[config.mk]
export PLATFORM = sky130hd
export DESIGN_NAME = pccard_ext_ctrl_dma_ack_timeout
export DESIGN_NICKNAME = d
export VERILOG_FILES = /design/src/verilog/pccard_ext_pkg.sv /design/src/verilog/pccard_ext_ctrl_dma_ack_timeout.sv
export VERILOG_INCLUDE_DIRS = /design/src /design/src/verilog
export SDC_FILE = /design/constraint.sdc
export NUM_CORES = 1
export LEC_CHECK = 0
export BUFFER_PORTS_ARGS = -buffer_cell sky130_fd_sc_hd__buf_2
export CAP_MARGIN = 0
export CELL_PAD_IN_SITES_DETAIL_PLACEMENT = 0
export CELL_PAD_IN_SITES_GLOBAL_PLACEMENT = 1
export CORE_ASPECT_RATIO = 1.75
export CORE_MARGIN = 3
export CORE_UTILIZATION = 40
export CTS_CLUSTER_SIZE = 40
export DETAILED_ROUTE_END_ITERATION = 8
export GPL_ROUTABILITY_DRIVEN = 0
export HOLD_SLACK_MARGIN = 0.08
export PLACE_DENSITY = 0.79
export SKIP_CTS_REPAIR_TIMING = 1
export SLEW_MARGIN = 40
export SYNTH_ARGS = -nofsm -noshare
export SYNTH_HDL_FRONTEND = slang
export SYNTH_SLANG_ARGS = --single-unit
[constraint.sdc]
create_clock -name core_clk -period 7.3 [get_ports core_clk]
set_input_delay 1.46 -clock core_clk [delete_from_list [all_inputs] [get_ports core_clk]]
set_output_delay 1.46 -clock core_clk [all_outputs]
set_load 0.01 [all_outputs]
[src/verilog/pccard_ext_map.svh]
// Purpose: Offsets, field positions, reset values and timing counts for the
//          per-socket extended control block.
// Assumes: Included by its bare name; definitions only.
// Notes:   Outer indices select registers in the controller's index space.
`ifndef PCCARD_EXT_MAP_SVH
`define PCCARD_EXT_MAP_SVH

// Outer index space.
`define EXT_INDEX_REG    8'h2E
`define EXT_DATA_REG     8'h2F
`define PWR_CTRL_REG     8'h02

// Extended indices behind the data register.
`define XIDX_MASK0       8'h01
`define XIDX_MASK1       8'h02
`define XIDX_CTRL1       8'h03
`define XIDX_ACK_DELAY   8'h04

// Field positions.
`define PWR_VCC_BIT      4
`define CTRL1_LOCK_BIT   0
`define CTRL1_AUTOCLR_BIT 1
`define CTRL1_LED_BIT    2
`define CTRL1_PULLUP_BIT 5
`define CTRL1_DMA_HI     7
`define CTRL1_DMA_LO     6
`define CTRL1_WMASK      8'hE7

// Reset values.
`define EXT_INDEX_RST    8'h00
`define MASK_RST         8'h00
`define CTRL1_RST        8'h00
`define ACK_DELAY_RST    8'h00
`define PWR_CTRL_RST     8'h00

// DMA select codes.
`define DMA_OFF          2'h0
`define DMA_SEL_INPACK   2'h1
`define DMA_SEL_WP       2'h2
`define DMA_SEL_BVD2     2'h3

// Timing: internal clock period and core clock period in ns.
`define INT_CLK_NS       40
`define CORE_CLK_NS      10
`define ACK_BASE_CLKS    9'h006
`define DUMMY_CLKS       2

`endif

[src/verilog/pccard_ext_pkg.sv]
// Purpose: Types shared by the extended control block and its bench.
// Assumes: Constants live in pccard_ext_map.svh.
// Notes:   All state of the block is one packed struct.
package pccard_ext_pkg;

	// Timeout sequencer states.
	typedef enum logic [1:0] {
		DMA_IDLE,
		DMA_TIMING,
		DMA_DUMMY,
		DMA_WAIT_RELEASE
	} dma_state_t;

	// One register access from the index/data port.
	typedef struct packed {
		logic       wr;
		logic       rd;
		logic [7:0] index;
		logic [7:0] wdata;
	} reg_req_t;

	// Signals of the dummy cycle presented to the card.
	typedef struct packed {
		logic dummy_rd;
		logic dack;
		logic tc;
	} card_dma_t;

	// Complete state of the block.
	typedef struct packed {
		logic [7:0] ext_index;
		logic [7:0] mask0;
		logic [7:0] mask1;
		logic [7:0] ctrl1;
		logic [7:0] ack_delay;
		logic [7:0] pwr_ctrl;
		logic [7:0] rdata;
		logic       cd_prev;
		logic       dack_prev;
		logic [7:0] prescale;
		logic [8:0] ticks;
		logic [7:0] dummy_cnt;
		dma_state_t dma_state;
		card_dma_t  card_dma;
		logic [7:0] data_drive_en;
		logic       force_8bit;
		logic       activity_led_n;
		logic       pullups_on;
		logic       dma_mode;
		logic       card_dreq;
	} state_t;

endpackage
[src/verilog/pccard_ext_ctrl_dma_ack_timeout.sv]
// Purpose: Per-socket extended control registers: I/O window data masks,
//          power lock and auto clear, activity LED, pull-up control, DMA
//          request pin selection and the DMA acknowledge timeout.
// Assumes: All inputs synchronous to core_clk; one socket per instance.
// Notes:   The 25 MHz internal clock is a prescaled tick of core_clk.
//
// How it works
// - Bits set in the window 0 mask are not driven on host I/O to window 0.
// - A zero mask, the reset value, drives every data bit for that window.
// - Any set mask bit forces accesses to that window to 8-bit operation.
// - The window 1 mask acts the same way on window 1 accesses.
// - With power lock set, software writes to the supply enable bit drop.
// - Card removal clears the supply enable unless auto clear is disabled.
// - With the activity enable set, the LED output is low during cycles.
// - The pull-up control bit turns off card-detect and strobe pull-ups.
// - With pull-ups off the card-detect input is ignored too.
// - The DMA enable field resets to zero; any nonzero code is DMA mode.
// - Codes 01, 10, 11 pick the input-ack, write-protect or speaker pin.
// - A timeout after acknowledge with no read or write runs a dummy cycle.
// - The dummy cycle passes acknowledge and terminal count to the card.
// - The delay is a count of internal clocks, 80h giving seven.
// - Extended registers are reached through an index and a data register.
`include "pccard_ext_map.svh"

module pccard_ext_ctrl_dma_ack_timeout #(
	parameter int DUMMY_CLKS = `DUMMY_CLKS
) (
	input  wire logic                     core_clk,
	input  wire logic                     rst_b,
	input  wire logic                     clk_en,
	input  wire pccard_ext_pkg::reg_req_t reg_req,
	output logic [7:0]                    reg_rdata,
	input  wire logic                     host_io_access,
	input  wire logic                     win0_hit,
	input  wire logic                     win1_hit,
	output logic [7:0]                    data_drive_en,
	output logic                          force_8bit,
	output logic                          card_power_en,
	input  wire logic                     card_detect_raw,
	output logic                          cd_pullup_en,
	output logic                          socket_a_gp_strobe_pullup_en,
	output logic                          socket_b_gp_strobe_pullup_en,
	input  wire logic                     card_cycle_active,
	output logic                          activity_led_n,
	input  wire logic                     inpack_n,
	input  wire logic                     wp_iois16_n,
	input  wire logic                     bvd2_spkr_n,
	output logic                          dma_mode,
	output logic                          card_dreq,
	input  wire logic                     dack_n,
	input  wire logic                     ior_n,
	input  wire logic                     iow_n,
	input  wire logic                     tc,
	output pccard_ext_pkg::card_dma_t     card_dma
);
	import pccard_ext_pkg::*;

	// Core cycles per internal clock, derived from the two periods.
	localparam int TICK_CYC = `INT_CLK_NS / `CORE_CLK_NS;
	localparam logic [7:0] TICK_LAST = 8'(TICK_CYC - 1);
	localparam logic [7:0] DUMMY_LAST = 8'(DUMMY_CLKS * TICK_CYC - 1);

	// Refuse timings the counters cannot hold.
	if (TICK_CYC < 1 || TICK_CYC > 256) begin : g_bad_tick
		$error("internal clock period does not fit the prescaler");
	end
	if (DUMMY_CLKS < 1 || DUMMY_CLKS * TICK_CYC > 256) begin : g_bad_dummy
		$error("DUMMY_CLKS out of range");
	end

	state_t st;
	state_t next_st;
	logic [7:0] ack_rev;
	logic [8:0] ack_limit;
	logic       cd_seen;
	logic       acked;
	logic       cmd_seen;
	logic       tick;
	logic       vcc_next;

	// Bit-reverse the delay register with one generate loop.
	for (genvar i = 0; i < 8; i++) begin : g_rev
		assign ack_rev[i] = st.ack_delay[7 - i];
	end

	// Timeout in internal clocks; zero reset value gives the base six.
	assign ack_limit = `ACK_BASE_CLKS + {1'b0, ack_rev};

	// Card detect is ignored while its pull-up is off.
	assign cd_seen = st.pullups_on ? card_detect_raw : st.cd_prev;
	assign acked = !dack_n && st.dack_prev;
	assign cmd_seen = !ior_n || !iow_n;
	assign tick = (st.prescale == TICK_LAST);

	// Next state of the whole block.
	always_comb begin
		next_st = st;
		vcc_next = st.pwr_ctrl[`PWR_VCC_BIT];

		// Index/data register port.
		if (reg_req.wr) begin
			unique case (reg_req.index)
				`EXT_INDEX_REG: begin
					next_st.ext_index = reg_req.wdata;
				end
				`EXT_DATA_REG: begin
					unique case (st.ext_index)
						`XIDX_MASK0: begin
							next_st.mask0 = reg_req.wdata;
						end
						`XIDX_MASK1: begin
							next_st.mask1 = reg_req.wdata;
						end
						`XIDX_CTRL1: begin
							next_st.ctrl1 = reg_req.wdata & `CTRL1_WMASK;
						end
						`XIDX_ACK_DELAY: begin
							next_st.ack_delay = reg_req.wdata;
						end
						default: begin
						end
					endcase
				end
				`PWR_CTRL_REG: begin
					next_st.pwr_ctrl = reg_req.wdata;
					// Locked supply bit keeps its value.
					if (st.ctrl1[`CTRL1_LOCK_BIT]) begin
						next_st.pwr_ctrl[`PWR_VCC_BIT] = vcc_next;
					end
				end
				default: begin
				end
			endcase
		end

		// Removal beats a write in the same cycle, so power drops safely.
		if (st.cd_prev && !cd_seen && !st.ctrl1[`CTRL1_AUTOCLR_BIT]) begin
			next_st.pwr_ctrl[`PWR_VCC_BIT] = 1'b0;
		end
		next_st.cd_prev = cd_seen;

		// Read data is captured when the read strobe is seen.
		if (reg_req.rd) begin
			next_st.rdata = 8'h00;
			unique case (reg_req.index)
				`EXT_INDEX_REG: begin
					next_st.rdata = st.ext_index;
				end
				`EXT_DATA_REG: begin
					unique case (st.ext_index)
						`XIDX_MASK0: begin
							next_st.rdata = st.mask0;
						end
						`XIDX_MASK1: begin
							next_st.rdata = st.mask1;
						end
						`XIDX_CTRL1: begin
							next_st.rdata = st.ctrl1;
						end
						`XIDX_ACK_DELAY: begin
							next_st.rdata = st.ack_delay;
						end
						default: begin
						end
					endcase
				end
				`PWR_CTRL_REG: begin
					next_st.rdata = st.pwr_ctrl;
				end
				default: begin
				end
			endcase
		end

		// Data bit drive enables and bus width for the decoded window.
		next_st.data_drive_en = 8'hFF;
		next_st.force_8bit = 1'b0;
		if (host_io_access && win0_hit) begin
			next_st.data_drive_en = ~st.mask0;
			next_st.force_8bit = |st.mask0;
		end else if (host_io_access && win1_hit) begin
			next_st.data_drive_en = ~st.mask1;
			next_st.force_8bit = |st.mask1;
		end

		// Activity LED, active low.
		next_st.activity_led_n =
			!(st.ctrl1[`CTRL1_LED_BIT] && card_cycle_active);

		// Pull-ups are on while the control bit is clear.
		next_st.pullups_on = !st.ctrl1[`CTRL1_PULLUP_BIT];

		// DMA mode and request pin selection.
		next_st.dma_mode =
			(st.ctrl1[`CTRL1_DMA_HI:`CTRL1_DMA_LO] != `DMA_OFF);
		unique case (st.ctrl1[`CTRL1_DMA_HI:`CTRL1_DMA_LO])
			`DMA_SEL_INPACK: next_st.card_dreq = !inpack_n;
			`DMA_SEL_WP:     next_st.card_dreq = !wp_iois16_n;
			`DMA_SEL_BVD2:   next_st.card_dreq = !bvd2_spkr_n;
			default:         next_st.card_dreq = 1'b0;
		endcase

		// Acknowledge timeout sequencer; the prescaler always runs.
		next_st.dack_prev = dack_n;
		next_st.prescale = tick ? 8'h00 : st.prescale + 8'h01;
		next_st.card_dma = '0;
		unique case (st.dma_state)
			DMA_IDLE: begin
				if (st.dma_mode && acked) begin
					next_st.dma_state = DMA_TIMING;
					next_st.prescale = 8'h00;
					next_st.ticks = 9'h000;
				end
			end
			DMA_TIMING: begin
				if (dack_n || cmd_seen) begin
					// Host ran its own cycle or withdrew the acknowledge.
					next_st.dma_state = DMA_WAIT_RELEASE;
				end else if (tick) begin
					next_st.ticks = st.ticks + 9'h001;
					if (st.ticks + 9'h001 == ack_limit) begin
						next_st.dma_state = DMA_DUMMY;
						next_st.dummy_cnt = 8'h00;
					end
				end
			end
			DMA_DUMMY: begin
				// Dummy write at the host is a read strobe at the card.
				next_st.card_dma.dummy_rd = 1'b1;
				next_st.card_dma.dack = 1'b1;
				next_st.card_dma.tc = tc;
				next_st.dummy_cnt = st.dummy_cnt + 8'h01;
				// The last count still drives, so the cycle stands a full
				// DUMMY_CLKS internal clocks before the release state.
				if (st.dummy_cnt == DUMMY_LAST) begin
					next_st.dma_state = DMA_WAIT_RELEASE;
				end
			end
			DMA_WAIT_RELEASE: begin
				// One dummy per acknowledge; re-arm only once it drops.
				if (dack_n) begin
					next_st.dma_state = DMA_IDLE;
				end
			end
		endcase
	end

	// State register; clk_en freezes everything.
	always_ff @(posedge core_clk or negedge rst_b) begin
		if (!rst_b) begin
			st <= '0;
			st.ext_index <= `EXT_INDEX_RST;
		end else if (clk_en) begin
			st <= next_st;
		end
	end

	// Outputs straight from the state flops.
	assign reg_rdata = st.rdata;
	assign data_drive_en = st.data_drive_en;
	assign force_8bit = st.force_8bit;
	assign card_power_en = st.pwr_ctrl[`PWR_VCC_BIT];
	assign cd_pullup_en = st.pullups_on;
	assign socket_a_gp_strobe_pullup_en = st.pullups_on;
	assign socket_b_gp_strobe_pullup_en = st.pullups_on;
	assign activity_led_n = st.activity_led_n;
	assign dma_mode = st.dma_mode;
	assign card_dreq = st.card_dreq;
	assign card_dma = st.card_dma;

endmodule

# Word-level counts from Yosys, hierarchy flattened
# Cells that the tools add are included.
# Widths: inputs -> output; s select.
# word_totals
latch_bits	0
memories	0
output_inout_bits	27
input_bits	33
romBits	0
regBits	99
word_cells	116
ramBits	0
# op_classes
muxes	24
multipliers	0
n_div	0
n_shift	0
magnitude_cmp	0
eq_ne	25
bitwise_logic	2
add_sub_neg	4
reduce_logical	38
# ops
cell	count
$mux 17	2
$eq 8x2->1 const B	4
$pmux 8 s4	1
$pmux 8 s3	1
$reduce_and 4->1	5
$mux 19	1
$mux 9	2
$pmux 9 s2	1
$add 8x1->8 const B	2
$eq 8x3->1 const B	2
$eq 8x6->1 const B	2
$mux 8	2
$not 8->8	2
$pmux 8 s2	1
$reduce_or 8->1	2
$ne 2x2->1 const B	6
$logic_not 1->1	10
$mux 10	1
$mux 5	2
$reduce_and 5->1	2
$reduce_bool 2->1	5
$add 3x8->9 const A	1
$add 9x1->9 const B	1
$eq 9x9->1	1
other kinds (16)	34

# Logic depth before layout (Yosys ltp)
# Gate-level depths: netlist (run 1).
# logic_depth
depth_word	6
ltp_mapped	10
depth_no_buf	9

# Worst setup path after synthesis (run 1)
# OpenSTA, ideal clock, no wires.
# synth_timing
path_kind	input -> register
start	input port reg_req[12] (netlist bit)
end	register st[100] (netlist bit)
path_buffers	2
required_ps	7175
path_stages	7
arrival_ps	3172
setup_ps	125
slack_ps	4003
cell_sequence	nor4b_1 > and4_1 > nor2b_1 > clkbuf_1 > and3_1 > clkbuf_1 > mux2_2
# synth_between
elab_chain_len	2
# synth_rtl
item	line	rtl
start, declared	pccard_ext_ctrl_dma_ack_timeout.sv:31	input wire pccard_ext_pkg::reg_req_t reg_req,
$eq 8x6->1	pccard_ext_ctrl_dma_ack_timeout.sv:102	unique case (reg_req.index)
$reduce_and 3->1 (no source line)	-	
end signal, assigned	pccard_ext_ctrl_dma_ack_timeout.sv:254	st <= next_st;
end, declared	pccard_ext_ctrl_dma_ack_timeout.sv:71	state_t st;
# Every way passes these cells.
# A chain may end at the register's enable or synchronous reset.

# Worst setup path in the final report (run 1)
# layout_timing
start	input port reg_req[12] (netlist bit)
end	register st[99] (netlist bit)
# Same word-level chain as after synthesis.

==> impl_results.md, run 1 <==
* Mapped Cells at 505
* Layout Nets at 574
* Vias in the first global route at 4,018
* Layout Area Growth over Synthesis at 10.6%
* Via count at 3,971
* Util after Layout at 45.3%
* CTS tree: built
* H-Tree Depth at 3
* CP max stage cell: nor2b_1
* Fin Setup TNS at 0 ps
* Io pins at 60
* Routed wire length at 12,600 µm
* Worst path bufs/invs at 1
* Power share of the clock group at 33.7%
* Internal power at 983 µW
* Crit-path leading delay family: simple AND/OR/NAND/NOR gates
* Netlist cell types at 57
* Syn avg cell area at 10.5 µm²
* Leakage at 0.00265 µW
* Critical path capture point type: flip-flop
* Crit-path cells: buf_2 -> nor4b_1 -> and4_1 -> nor2b_1 -> and3_1 -> mux2_2
* RSZ-0062 raised after global routing: no
* Post-synth EDFFs at 0
* Syn Nets at 547
* # diodes at 0
* Placed Instances at 692
* Dpl hpwl at 9290 µm
* Initial Utilization at 41.0%
* Yosys reg bits at 98
* Area of the multi-input gates at 2570 µm²
* Flop pwr share at 46.2%
* Final hold vios at 0
* Yosys top cell by area: dfrtp_1
* Worst hold slack at 483 ps
* CP startpoint: reg_req[12]
* Number of fill cells at 1,233
* Peak supply drop at 118 µV
* Layout cell share with drive strength beyond 1 at 26.1%
* Final Slew Violations at 0
* Clk_lat worst skew at 350 ps
* FMAX at 0.297 GHz
* Sequential fraction of the synthesis area at 46.0%
* HP Class: reg2reg
* Final min period at 3370 ps
* Run status: finished, final reports clean
* Yosys top cell area share at 46.0%
* Top cells by count, synth: dfrtp_1, mux2_2, nand2_1, nor2_1, o21ai_0
* TritonCTS buffer count at 9
* Worst Skew at 9.57 ps
* Wire length per cell at 17.8 µm
* Register cell area after layout at 2450 µm²
* Final period util at 46.2%
* Gr usage total at 17.4%
* Critical path class: in2reg
* Min-delay src: reg_rdata[1]$_DFFE_PN0P_
* Clock Path Buffers at 2
* Psw at 429 µW
* Required @ worst endpoint at 7530 ps
* Primary FF master, synth: dfrtp_1
* Final non-filler cell total at 707
* Site Rows at 55
* Measured slew at the worst slew-check pin at 763 ps
* FFs w/ async S/R, synth at 100%
* Slew margin rel. at 49.1%
* MaxCap Viol Count at 0
* Pwr dens at 240 nW/µm²
* Synth warnings at 0
* CTS root buf: clkbuf_16
* Gr ovfl total at 0
* DRT antenna net count at 0
* Comb pwr share at 20.1%
* Die width at 93.2 µm
* DRT Pass-1 Iters at 6
* Buffers on Ports at 59
* Drt first-iter violations at 205
* Residual DRC count at 0
* Initial antenna violation count at 0
* R2r startpoint: st[26]$_DFFE_PN0P_
* First-pass GRT wire length at 20,100 µm
* Crit path arrival time at 3600 ps
* DIE AREA at 14,800 µm²
* Final setup viols at 0
* Die Height at 159 µm
* Crit path largest cell delay at 500 ps
* Routed vias/inst at 5.62
* Worst-path fanout max at 9
* Largest net degree at the start of global routing at 70
* Worst setup SP type: input port
* Synthesized area at 5330 µm²
* Switching part of the total power at 30.4%
* Clk slew on worst S/H paths at 70 ps
* Most numerous cell in the Yosys netlist: dfrtp_1
* Core Area at 13,000 µm²
* Synth top area cells: dfrtp_1, mux2_2, nand2_1
* # clock sinks at 98
-- through the flow --
stage | power (µW) | setup WS (ps) | area, µm²
after floorplan | 865 | 4000 | 5330
after global placement | 937 | 3700 | 5590
after detailed placement | 948 | 3610 | 5590
after CTS | 1420 | 3960 | 5890
after global routing | 1490 | 3860 | 5890
final | 1410 | 3930 | 5890
-- path summary, 6_finish.rpt --
path                                            end  slack (ps)  depth (start not counted)
max in group asynchronous        st[40]$_DFFE_PN0P_        5270                          2
min                        reg_rdata[1]$_DFFE_PN0P_         480                          2
max                              st[99]$_DFFE_PN0P_        3930                          6
max reg2reg                      st[18]$_DFFE_PN0P_        4230                          8
min reg2reg                reg_rdata[1]$_DFFE_PN0P_         480                          2
min in group asynchronous        st[33]$_DFFE_PN0P_        1050                          1
-- layout by cell type, fill, tap and decap left out, types with 10 or more instances in the layout --
cell type | synthesis | routed
mux2_2 | 56 | 56
dfrtp_1 | 98 | 98
nand2_1 | 43 | 43
nor2b_1 | 14 | 14
inv_1 | 13 | 13
buf_2 | 3 | 58
o21ai_0 | 30 | 30
a22oi_1 | 11 | 11
a21oi_1 | 10 | 10
nand3_1 | 12 | 12
xor2_1 | 12 | 12
nor2_1 | 34 | 34
-- registers in the layout, summed over array words and instances (netlist names) --
register,flops
card_dreq,1
card_dma,2
activity_led_n,1
cd_pullup_en,1
st,66
dma_mode,1
card_power_en,1
reg_rdata,8
force_8bit,1
ack_rev,8
data_drive_en,8
-- power groups by stage --
| stage | clock network, µW | registers, µW | logic (µW) |
|---|---|---|---|
| after floorplan | 0 | 647 | 218 |
| after global placement | 0 | 660 | 278 |
| after detailed placement | 0 | 663 | 285 |
| after CTS | 484 | 652 | 286 |
| after global routing | 506 | 661 | 322 |
| final | 476 | 652 | 284 |
-- tightest hold or removal path, stage by stage, from the launching register on --
cell,delay [ps]
dfrtp_1,340
nand2_1,40
o21ai_0,60
-- layout make-up --
cell class | instances | area share, %
multi-input cells | 349 | 43.6
flip-flops and latches | 98 | 41.6
repair buffers | 61 | 5.37
clock buffers | 10 | 3.89
well taps | 171 | 3.63
clock inverters | 5 | 1.06
inverters | 13 | 0.829
-- kinds of logic (layout without fill, tap and decap cells) --
| family | Yosys count | after routing | synth area share [%] |
|---|---|---|---|
| XOR/XNOR | 25 | 25 | 5.17 |
| AND/OR/NAND/NOR | 160 | 160 | 15.6 |
| AO/OA/AOI/OAI | 94 | 94 | 12.4 |
| buffers and inverters | 58 | 89 | 5.78 |
| flip-flops | 98 | 98 | 46.0 |
| multiplexers | 61 | 61 | 12.9 |
| adder cells (fa/ha/maj) | 9 | 9 | 2.11 |
-- per-layer routing --
| layer | global-route usage [%] | vias to the layer above | share of wire, % |
|---|---|---|---|
| met5 | 0 | - | 0 |
| met4 | 8.87 | 0 | 3.8 |
| met3 | 3.22 | 37 | 4.3 |
| met2 | 32.4 | 114 | 55 |
| met1 | 18.5 | 1957 | 37 |
| li1 | - | 1863 | - |
No activity file was read; power rests on OpenSTA's default activity.
==> run 2: changes to the inputs <==
--- a/config.mk
+++ b/config.mk
@@ -17,7 +17,7 @@
 export DETAILED_ROUTE_END_ITERATION = 8
 export GPL_ROUTABILITY_DRIVEN = 0
 export HOLD_SLACK_MARGIN = 0.08
-export PLACE_DENSITY = 0.79
+export PLACE_DENSITY = 0.81
 export SKIP_CTS_REPAIR_TIMING = 1
 export SLEW_MARGIN = 40
 export SYNTH_ARGS = -nofsm -noshare
==> constraint.sdc (replaced) <==
create_clock -name core_clk -period 3 [get_ports core_clk]
set_input_delay 0.6 -clock core_clk [delete_from_list [all_inputs] [get_ports core_clk]]
set_output_delay 0.6 -clock core_clk [all_outputs]
set_load 0.01 [all_outputs]
==> run 2 against run 1 <==
Effect of this change: critical path depth increased by 2; clock skew fell by 1.9 ps; clock power increased to 2.7 times the previous value; non-clock buffer count grew 9; setup slack got worse by 3700 ps; power rose to 2.5 times the previous value; via count grew 0.23%; first-iteration DRC count shrank 17%; routed wire length up 0.53%; global-route usage grew 0.17 points; register-to-register slack got worse by 4000 ps; critical path type is now reg2reg; largest cell class unchanged.
==> impl_results.md, run 2 (synthesis gave the netlist of run 1 again) <==
* Busiest grt layer: met2
* Number of fill cells at 1,222 (-0.89%)
* Run status: finished, final reports clean
* Site Rows at 55 (unchanged)
* Dpl hpwl at 9510 µm (+2.4%)
* Final Power at 3590 µW (+150%)
* Final setup viols at 0 (unchanged)
* Most frequent cells in the layout: dfrtp_1, buf_2, mux2_2
* Largest net degree at the start of global routing at 43 (-39%)
* Routed vias/inst at 5.55 (-1.2%)
* Gr usage total at 17.6% (+0.17 points)
* Vias in the first global route at 4,065 (+1.2%)
* Worst Skew at 7.68 ps (-1.89 ps)
* Pwr dens at 596 nW/µm² (+150%)
* Met2 Usage GRT at 32.2% (-0.17 points)
* Layout Nets at 583 (+1.6%)
* Register cell area after layout at 2450 µm² (unchanged)
* CTS root buf: clkbuf_16
* Met3 Use GR at 2.74% (-0.47 points)
* DP Area at 5670 µm² (+1.4%)
* CTS tree: built
* Via count at 3,980 (+0.23%)
* Measured slew at the worst slew-check pin at 604 ps (-160 ps)
* Final period util at 91.5%
* R2r startpoint: st[26]$_DFFE_PN0P_
* GR Util met1 at 19.4% (+0.94 points)
* Peak supply drop at 295 µV (+150%)
* Core Area at 13,000 µm² (unchanged)
* Util after Layout at 46.2% (+0.96 points)
* # diodes at 0 (unchanged)
* Worst slack at placement at 254 ps (-3360 ps)
* Fin Setup TNS at 0 ps (unchanged)
* Layout Area Growth over Synthesis at 12.9%
* Gr ovfl total at 0 (unchanged)
* Final hold vios at 0 (unchanged)
* MaxCap Viol Count at 0 (unchanged)
* First-pass GRT wire length at 20,400 µm (+1.7%)
* Die width at 93.2 µm (unchanged)
* Drt first-iter violations at 170 (-17%)
* Die Height at 159 µm (unchanged)
* Clk slew on worst S/H paths at 70 ps (about the same)
* # clock sinks at 98 (unchanged)
* Layout cell share with drive strength beyond 1 at 27.7% (+1.5 points)
* Final min period at 2740 ps
* DIE AREA at 14,800 µm² (unchanged)
* Area of the multi-input gates at 2570 µm² (unchanged)
* H-Tree Depth at 3 (unchanged)
* Worst setup SP type: flip-flop
* Worst setup margin at 256 ps (-3670 ps)
* TritonCTS buffer count at 9 (unchanged)
* Final Slew Violations at 0 (unchanged)
* DRT Pass-1 Iters at 5 (-1)
* Finished Cell Area at 6010 µm² (+2.1%)
* Clock Path Buffers at 2 (unchanged)
* Slew margin rel. at 59.6% (+10 points)
* Top reg by flops: st
* HP Class: in2async
* Initial Utilization at 41.0% (unchanged)
* FMAX at 0.364 GHz
* Crit path arrival time at 2970 ps (-630 ps)
* Critical path class: reg2reg
* Residual DRC count at 0 (unchanged)
* Required @ worst endpoint at 3220 ps (-4310 ps)
* CP startpoint: st[26]$_DFFE_PN0P_
* DRT antenna net count at 0 (unchanged)
* Io pins at 60 (unchanged)
* Initial antenna violation count at 0 (unchanged)
* Clk_lat worst skew at 340 ps (about the same)
* Buffers on Ports at 59 (unchanged)
* Wire length per cell at 17.6 µm (-0.87%)
* RSZ-0062 raised after global routing: no
* Max FFs per register at 66 (unchanged)
* Routed wire length at 12,600 µm (+0.53%)
* Worst-path fanout max at 6 (-3)
* Most common cell after layout, fill and taps aside: dfrtp_1
* Leakage at 0.00273 µW (+2.9%)
* Critical path capture point type: flip-flop
run 2: cell types whose count changed in the layout (fill, tap and decap cells not counted):
cell        previous run  this run
clkinvlp_4             2         1
buf_12                 0         1
clkbuf_8               0         1
buf_6                  1         0
buf_4                  2        11
clkbuf_1               1         0
inv_6                  2         0
clkinv_4               0         2
clkinv_8               0         1
bufinv_16              1         2
run 2: area by class of cell:
class | instances | share of cell area (%)
Clock buffer | 10 | 3.97
Clock inverter | 6 | 1.69
Inverter | 13 | 0.811
Multi-Input combinational cell | 349 | 42.7
Sequential cell | 98 | 40.8
Tap cell | 171 | 3.56
Timing Repair Buffer | 70 | 6.53
run 2: layer usage:
metal  vias to the layer above  wire length (µm)
met5                         -                 0
met4                         0               540
met3                        29               380
met2                        97              6870
met1                      1981              4830
li1                       1873                 -
run 2: report_power, final:
part | internal, µW | leakage (µW) | switching [µW]
clock network | 764 | 0.000162 | 522
registers | 1450 | 0.00126 | 144
logic | 314 | 0.00130 | 399
total | 2520 | 0.00273 | 1060
run 2: critical path, stage by stage (launching register included):
cell      delay (ps)
dfrtp_1          430
ha_1             290
and2_4           190
and4_4           240
xnor3_1          300
or4_4            510
a211oi_4         170
nand2b_1         170
mux2_4           310
run 2: final timing paths:
path                                              end  slack (ps)  cells past startpoint
max reg2reg                        st[18]$_DFFE_PN0P_         260                      8
min in group core_clk      activity_led_n$_DFFE_PN0P_         450                      2
max in group asynchronous          st[54]$_DFFE_PN0P_        2090                      2
min reg2reg                  reg_rdata[7]$_DFFE_PN0P_         480                      2
min                               st[100]$_DFFE_PN0P_         260                      1
max                                st[18]$_DFFE_PN0P_         260                      8
run 2: metrics by stage:
step | hold WS [ps] | cells
2_1_floorplan | 304 | 505
3_3_place_gp | 465 | 701
3_5_place_dp | 471 | 701
4_1_cts | 268 | 717
5_1_grt | 283 | 717
6_report | 255 | 717
